[src/design/lcgs_pkg.sv]
// constants for the logic cell gate-select block
package lcgs_pkg;
   localparam int unsigned LCGS_ADDR_W = 5;
   localparam logic [4:0] LCGS_GATE_ONE_OFS = 5'h00;
   localparam logic [4:0] LCGS_GATE_TWO_OFS = 5'h04;
   localparam logic [4:0] LCGS_GATE_THREE_OFS = 5'h08;
   localparam logic [4:0] LCGS_GATE_FOUR_OFS = 5'h0c;
   localparam logic [4:0] LCGS_DATA_ONE_TWO_OFS = 5'h10;
   localparam logic [4:0] LCGS_DATA_THREE_FOUR_OFS = 5'h14;
   localparam logic [4:0] LCGS_GATE_STATE_OFS = 5'h18;
   localparam logic [7:0] LCGS_GATE_RESET = 8'h00;
   localparam logic [7:0] LCGS_SEL_RESET = 8'h00;
   localparam logic [7:0] LCGS_SEL_MASK = 8'h77;
   localparam int unsigned LCGS_SEL_LO_POS = 0;
   localparam int unsigned LCGS_SEL_HI_POS = 4;
   localparam logic [1:0] LCGS_HTRANS_NONSEQ = 2'h2;
   localparam logic [2:0] LCGS_HSIZE_WORD = 3'h2;
   typedef enum logic [0:0] {
      LCGS_IDLE = 1'b0,
      LCGS_DATA = 1'b1
   } lcgs_phase_t;
endpackage

[src/design/lcgs_regfile.sv]
// register file of eight-bit words with registered read port
`timescale 1ns/1ns
module lcgs_regfile (
   // clock and reset
   input wire logic core_clk,
   input wire logic rstn,
   // write port
   input wire logic wr_en,
   input wire logic [2:0] wr_idx,
   input wire logic [7:0] wr_data,
   // read port
   input wire logic [2:0] rd_idx,
   output logic [7:0] rd_data,
   // all words, flat
   output logic [47:0] words
);
   import lcgs_pkg::*;
   logic [7:0] mem_q [0:5];

   always_ff @(posedge core_clk or negedge rstn) begin
      if (!rstn) begin
         for (int i = 0; i < 6; i++) begin
            mem_q[i] <= LCGS_GATE_RESET;
         end
      end else if (wr_en && wr_idx < 3'h6) begin
         mem_q[wr_idx] <= wr_data;
      end
   end

   always_ff @(posedge core_clk or negedge rstn) begin
      if (!rstn) begin
         rd_data <= 8'h00;
      end else if (rd_idx < 3'h6) begin
         rd_data <= mem_q[rd_idx];
      end else begin
         rd_data <= 8'h00;
      end
   end

   always_comb begin
      for (int i = 0; i < 6; i++) begin
         words[i*8 +: 8] = mem_q[i];
      end
   end
endmodule

[src/design/lcgs_top.sv]
// gate-select stage of a configurable logic cell with ahb-lite registers
//
// Function
// gate one select register, d4t..d1n
// gate two select register, same order
// gate three select register, same order
// gate four select register, same order
// set bit admits signal, clear excludes
// select bits readable and writable
// three-bit selector picks one of eight inputs
// gate is or of enabled signals
//
// Local design decisions: the placing of the registers and the AHB-Lite slave port.
`timescale 1ns/1ns
module lcgs_top
   import lcgs_pkg::*;
(
   // clock and reset
   input wire logic core_clk,
   input wire logic rstn,
   // ahb-lite slave
   input wire logic hsel,
   input wire logic [31:0] haddr,
   input wire logic [1:0] htrans,
   input wire logic hwrite,
   input wire logic [2:0] hsize,
   input wire logic [31:0] hwdata,
   input wire logic hready,
   output logic [31:0] hrdata,
   output logic hreadyout,
   output logic hresp,
   // cell input sources
   input wire logic [7:0] cell_input_source,
   // gate outputs
   output logic gate_one_out,
   output logic gate_two_out,
   output logic gate_three_out,
   output logic gate_four_out
);
   lcgs_phase_t phase_q;
   logic [2:0] idx_q;
   logic wr_q;
   logic wr_en;
   logic [7:0] wr_data;
   logic [2:0] rd_idx;
   logic [7:0] rd_data;
   logic [47:0] words;
   logic addr_ok;
   logic [3:0] data_true;
   logic [3:0] gates_d;
   logic [3:0] gates_q;

   function automatic logic [2:0] addr_idx(input logic [31:0] a);
      addr_idx = a[4:2];
   endfunction

   // d4t,d4n,d3t,d3n,d2t,d2n,d1t,d1n masked by select byte
   function automatic logic gate_or(input logic [7:0] sel, input logic [3:0] d);
      logic [7:0] both;
      both = {d[3], ~d[3], d[2], ~d[2], d[1], ~d[1], d[0], ~d[0]};
      gate_or = |(sel & both);
   endfunction

   assign addr_ok = hsel && hready && htrans == LCGS_HTRANS_NONSEQ && hsize == LCGS_HSIZE_WORD;

   // address phase capture
   always_ff @(posedge core_clk or negedge rstn) begin
      if (!rstn) begin
         phase_q <= LCGS_IDLE;
         idx_q <= 3'h0;
         wr_q <= 1'b0;
      end else if (addr_ok) begin
         phase_q <= LCGS_DATA;
         idx_q <= addr_idx(haddr);
         wr_q <= hwrite;
      end else begin
         phase_q <= LCGS_IDLE;
      end
   end

   // select bytes; selector words keep only their code fields
   assign wr_en = phase_q == LCGS_DATA && wr_q;
   assign wr_data = idx_q >= 3'h4 ? (hwdata[7:0] & LCGS_SEL_MASK) : hwdata[7:0];
   assign rd_idx = addr_idx(haddr);

   lcgs_regfile u_regs (
      .core_clk(core_clk),
      .rstn(rstn),
      .wr_en(wr_en),
      .wr_idx(idx_q),
      .wr_data(wr_data),
      .rd_idx(rd_idx),
      .rd_data(rd_data),
      .words(words)
   );

   // read data: registered word or live gate state
   always_comb begin
      hrdata = 32'h0000_0000;
      if (phase_q == LCGS_DATA && !wr_q) begin
         if (idx_q == addr_idx({27'h0, LCGS_GATE_STATE_OFS})) begin
            hrdata = {28'h0, gates_q};
         end else begin
            hrdata = {24'h0, rd_data};
         end
      end
   end

   always_ff @(posedge core_clk or negedge rstn) begin
      if (!rstn) begin
         hreadyout <= 1'b1;
         hresp <= 1'b0;
      end else begin
         hreadyout <= 1'b1;
         hresp <= 1'b0;
      end
   end

   // data selectors from cell inputs
   always_comb begin
      data_true[0] = cell_input_source[words[32 + LCGS_SEL_LO_POS +: 3]];
      data_true[1] = cell_input_source[words[32 + LCGS_SEL_HI_POS +: 3]];
      data_true[2] = cell_input_source[words[40 + LCGS_SEL_LO_POS +: 3]];
      data_true[3] = cell_input_source[words[40 + LCGS_SEL_HI_POS +: 3]];
   end

   always_comb begin
      gates_d[0] = gate_or(words[7:0], data_true);
      gates_d[1] = gate_or(words[15:8], data_true);
      gates_d[2] = gate_or(words[23:16], data_true);
      gates_d[3] = gate_or(words[31:24], data_true);
   end

   always_ff @(posedge core_clk or negedge rstn) begin
      if (!rstn) begin
         gates_q <= 4'h0;
      end else begin
         gates_q <= gates_d;
      end
   end

   assign gate_one_out = gates_q[0];
   assign gate_two_out = gates_q[1];
   assign gate_three_out = gates_q[2];
   assign gate_four_out = gates_q[3];
endmodule

[config.mk]
export PLATFORM = sky130hd
export DESIGN_NAME = lcgs_top
export DESIGN_NICKNAME = d
export VERILOG_FILES = /design/src/design/lcgs_pkg.sv /design/src/design/lcgs_regfile.sv /design/src/design/lcgs_top.sv
export SDC_FILE = /design/constraint.sdc
export NUM_CORES = 1
export LEC_CHECK = 0
export BUFFER_PORTS_ARGS = -buffer_cell sky130_fd_sc_hd__buf_2
export CAP_MARGIN = 10
export CELL_PAD_IN_SITES_DETAIL_PLACEMENT = 0
export CELL_PAD_IN_SITES_GLOBAL_PLACEMENT = 1
export CORE_AREA = 5 5 123 78
export DETAILED_ROUTE_END_ITERATION = 10
export DIE_AREA = 0 0 128 83
export GPL_TIMING_DRIVEN = 0
export PLACE_DENSITY_LB_ADDON = 0.1
export SLEW_MARGIN = 20
export SYNTH_ARGS = -nofsm -noshare
export SYNTH_HDL_FRONTEND = slang
export SYNTH_SLANG_ARGS = --single-unit
[constraint.sdc]
create_clock -name core_clk -period 3.9 [get_ports core_clk]
set_input_delay 0.78 -clock core_clk [delete_from_list [all_inputs] [get_ports core_clk]]
set_output_delay 0.78 -clock core_clk [all_outputs]
set_load 0.1 [all_outputs]
# Word level (Yosys, flattened, before mapping)
# Cells that the tools add are included.
[word_totals] regBits=65 in_bits=82 output_inout_bits=38 elab_cells=65
[classes] magnitude_cmp=10 eq_ne=3 mux=19 bitwise_logic=10 n_reduce_logical=12
[op_table] cell="$bwmux 48" n=1
[op_table] cell="$mux 8" n=6
[op_table] cell="$and 8x8->8" n=4
[op_table] cell="$mux 32" n=1
[op_table] cell="$reduce_or 8->1" n=4
[op_table] cell="$bmux 8 s3" n=1
[op_table] cell="$demux 8 s3" n=1
[op_table] cell="$lt 3x4->1 const B" n=4
[op_table] cell="$bmux 1 s3" n=4
[op_table] cell="$ge 4x4->1 const B" n=2
[op_table] cell="$not 3->4" n=2
[op_table] cell="$logic_and 1x1->1" n=7
[op_table] cell="$lt 3x3->1 const B" n=2
[op_table] cell="$mux 1" n=5
[op_table] cell="$lt 4x1->1 const B" n=1
[op_table] cell="$not 1->1" n=4
[op_table] cell="$eq 3x2->1 const B" n=1
[op_table] cell="$eq 3x3->1 const B" n=1
[op_table] cell="$ge 3x3->1 const B" n=1
[op_table] cell="$eq 2x2->1 const B" n=1
[op_table] cell="$logic_not 1->1" n=1

# Logic depth before layout (Yosys ltp)
[logic_depth] depth_word=6 depth_mapped=5 ltp_nobuf=4

# Hierarchy
# From an unflattened synthesis, not the netlist that was laid out.
[unflattened] cells_unflattened=266 hier_area_um2=3539.6
[by_module_without_submodules] mod="lcgs_regfile" n_inst=1 cells_per_inst=163 area_per_inst_um2=2457.4
[by_module_without_submodules] mod="lcgs_top" n_inst=1 cells_per_inst=103 area_per_inst_um2=1082.3

# Worst setup path after synthesis
# Ideal clock, no wire load.
[synth_timing] path_kind="register to output" from="register gates_q[0]" to="output hrdata[0]" arrival_time_ps=2340 required_time_ps=3120 slack_ps=780 stages_incl_launch_ff=3 n_path_buf=0 cell_sequence="dfrtp_1 > mux2i_1 > nor2_1"
[synth_between] elab_chain_len=2
[synth_lines] element="start: declaration" line_no="lcgs_top.sv:51" text="logic [3:0] gates_q;"
[synth_lines] element="start signal: assignment" line_no="lcgs_top.sv:138" text="gates_q <= gates_d;"
[synth_lines] element="$mux 8" line_no="lcgs_top.sv:101" text="if (idx_q == addr_idx({27'h0, LCGS_GATE_STATE_OFS})) begin"
[synth_lines] element="$mux 32" line_no="lcgs_top.sv:100" text="if (phase_q == LCGS_DATA && !wr_q) begin"
[synth_lines] element="end: declaration" line_no="lcgs_top.sv:29" text="output logic [31:0] hrdata,"
# No other way between the ends.

# Worst setup path after layout
[layout_timing] from="register idx_q[1]" to="output hrdata[5]"
[layout_between] elab_chain_len=3
[layout_lines] element="start: declaration" line_no="lcgs_top.sv:41" text="logic [2:0] idx_q;"
[layout_lines] element="start signal: assignment" line_no="lcgs_top.sv:74" text="idx_q <= addr_idx(haddr);"
[layout_lines] element="$eq 3x3->1" line_no="lcgs_top.sv:101"
[layout_lines] element="$mux 8" line_no="lcgs_top.sv:101"
[layout_lines] element="$mux 32" line_no="lcgs_top.sv:100"
# No other way between the ends.

==> run_results.csv <==
group,metric,value,unit
global_routing,grt_usage,16.2,%
route,wl_per_cell,18.4,um
power_and_ir_drop,power.density,410,nW/um2
clock_network,cts_hold_buf,0,
clock_network,cts_root_buf,"clkbuf_16",
route,routed_wirelength,8180,um
run,maxCapViolCount,0,
worst_setup_path,crit_fanout,6,
worst_setup_path,crit_path_end_kind,"output pin",
sta,fin_tns_setup,0,ns
finish,drive_gt1_share,43.4,%
worst_setup_path,cp.required,3.12,ns
logic_synthesis,synth_top_family_by_area,"multiplexers",
route,drc,0,
logic_synthesis,synthCells,254,
worst_setup_path,cpMaxStageDelayCell,"dfrtp_1",
sta,fin_ws,1.18,ns
floorplan,dieArea,10600,um2
sta,fmax,368,MHz
floorplan,die_w,128,um
finish,areaGrowthSynthToFinish,20.8,%
logic_synthesis,synthMuxAreaShare,37.0,%
placement,placed_cells,428,
sta,timing.hold.ws,0.376,ns
worst_setup_path,crit_chain,"nand3b_1 > nor2b_1 > and2_1 > buf_2",
power_and_ir_drop,finalPower,1.70,mW
worst_setup_path,slowest_delay,0.42,ns
clock_network,clockBufferDepth,2,
logic_synthesis,ys_warn_count,0,
sta,setup_violations,0,
sta,period_share,69.7,%
finish,regArea,1630,um2
logic_synthesis,synth_seq_cells,65,
global_routing,overflow,0,
finish,final_cell_count_no_fill,444,
clock_network,cts_sinks,65,
placement,routabilityCongestion,0.757,
floorplan,start_util,41.1,%
status,status,"completed",
floorplan,core,8330,um2
logic_synthesis,synth_xor_xnor_area_share,0,%
clock_network,numCtsBuffers,9,
finish,diodes,0,
floorplan,die_h,83,um
sta,hold_violations,0,
logic_synthesis,synth_area_per_cell,13.5,um2
logic_synthesis,synthDistinctLibCells,26,
clock_network,clock_latency,0.33,ns
clock_network,clkTransAtPathRegs,0.05,ns
power_and_ir_drop,irDropWorstVdd,0.192,mV
route,vias,2134,
sta,tightest_slew,0.988,ns
route,dr.pass1.iters,4,
finish,most-common-layout-cells,"65 x dfrtp_1, 47 x mux2_2, 40 x mux2i_1",
floorplan,num_rows,26,
sta,finalClockSkew,0.00514,ns
power_and_ir_drop,p_leak,2.03,nW
clock_network,postCtsSetupBuffers,0,
route,dr.first_iter.drc_count,116,
logic_synthesis,synth_compound_area_share,1.46,%
route,ant_nets,0,
global_routing,grt_pass1_wl,12900,um
finish,fillers,774,
logic_synthesis,yosysSeqAreaShare,47.5,%
worst_setup_path,critical_path_class,"register to output pin",
finish,multiInputGateArea,1610,um2
logic_synthesis,synthSimpleGateAreaFrac,5.67,%
worst_hold_path,hold_path.class,"primary input to async pin",
sta,rsz0062_at_grt,"false",
sta,relSlewSlack,33.9,%
floorplan,io_pins,120,
placement,place_ws,1.47,ns
logic_synthesis,yosys.area_share.adder,0,%
placement,dp_hpwl,6150,um
clock_network,cts_tree,"yes",
route,viasPerCell,4.81,
global_routing,grt_pass1_vias,2180,
worst_setup_path,crit_buf_inv,1,
clock_network,htree_num_levels,3,
placement,io_buffers,37,
global_routing,antenna_found_initial,0,
global_routing,grt_start_max_net_pins,37,
logic_synthesis,netlist_area,3420,um2
clock_network,cts-resized-gates,0,
finish,nNetsFinal,409,
sta,fin_crit,2.72,ns
worst_setup_path,start_kind,"register",
finish,layout_commonest_cell,"dfrtp_1",
worst_setup_path,cp_top_family,"simple AND/OR/NAND/NOR gates",
worst_setup_path,arrival,1.94,ns
sta,drv_slew,0,
per-layer routing:
layer / track usage, % / vias up / part of all wire [%]
met5: 0 / - / 0
met4: 4.34 / 0 / 1.2
met3: 5.19 / 10 / 7.0
met2: 21.0 / 61 / 39
met1: 25.6 / 1042 / 53
li1: - / 1021 / -
kinds of logic after synthesis:
| logic type | count (synthesis) |
|---|---|
| other | 2 |
| flip-flops | 65 |
| AO/OA/AOI/OAI | 8 |
| buffers and inverters | 44 |
| multiplexers | 102 |
| AND/OR/NAND/NOR | 33 |
synth_stat cells:
cell,n,area share [%]
or3_1,2,0.37
o22ai_1,8,1.5
buf_4,29,6.4
and2_1,4,0.73
buf_2,2,0.29
inv_1,8,0.88
nand4bb_1,1,0.33
nand3_1,1,0.15
dfrtp_1,65,48
nor2_2,2,0.37
mux2i_4,1,0.66
nand3b_1,2,0.44
mux2i_1,40,12
mux4_1,3,2.3
mux2_1,1,0.33
conb_1,2,0.22
nand4_1,4,0.73
nand2b_1,4,0.73
clkbuf_1,3,0.33
nor3_1,1,0.15
mux2_2,47,15
nor2_1,6,0.66
mux4_2,10,6.6
buf_1,2,0.22
nand2_1,1,0.11
nor2b_1,5,0.91
worst register-to-register path, cell delays in order, from the launching register on:
cell and delay (ns):
dfrtp_1 0.35, buf_4 0.17, mux2i_1 0.13, mux4_2 0.58, mux2i_1 0.36, nand4_1 0.22
cell type report:
cell class	count	share of cell area [%]
Clock inverter	5	0.757
Buffer	36	5.96
Inverter	8	0.726
Sequential cell	65	39.3
Clock buffer	11	5.87
Multi-Input combinational cell	169	38.9
Timing Repair Buffer	38	5.02
Tap cell	112	3.39
flip-flops by register name (all words and copies together), names as in the netlist:
| name | count |
|---|---|
| gates_q | 4 |
| u_regs.words | 48 |
| u_regs.rd_data | 8 |
| phase_q | 1 |
| wr_q | 1 |
| idx_q | 3 |
power breakdown:
group / internal, mW / total, mW / switching (mW) / leakage (nW)
Sequential: 0.694 / 0.710 / 0.0153 / 0.855
Combinational: 0.0728 / 0.255 / 0.183 / 1.04
Clock: 0.444 / 0.731 / 0.287 / 0.135
Total: 1.21 / 1.70 / 0.485 / 2.03
per-stage QoR:
| step | utilization (%) | cell area [um2] |
|---|---|---|
| 4_1_cts | 49.6 | 4130 |
| 3_3_place_gp | 46.1 | 3840 |
| 5_1_grt | 49.6 | 4130 |
| 6_report | 49.6 | 4130 |
| 3_5_place_dp | 46.3 | 3860 |
| 2_1_floorplan | - | 3510 |
path summary, 6_finish.rpt:
| kind | from | end | slack (ns) | depth (start not counted) |
|---|---|---|---|---|
| max in group asynchronous | rstn | u_regs.words[42] | 3.00 | 2 |
| hold reg to reg | u_regs.words[47] | u_regs.words[47] | 0.50 | 1 |
| hold / removal | rstn | u_regs.words[33] | 0.38 | 1 |
| setup / recovery | idx_q[1] | hrdata[5] | 1.18 | 4 |
| setup reg to reg | u_regs.words[32] | gates_q[0] | 1.93 | 5 |
| min in group core_clk | u_regs.words[47] | u_regs.words[47] | 0.50 | 1 |
(Power assumes the default switching activity.)
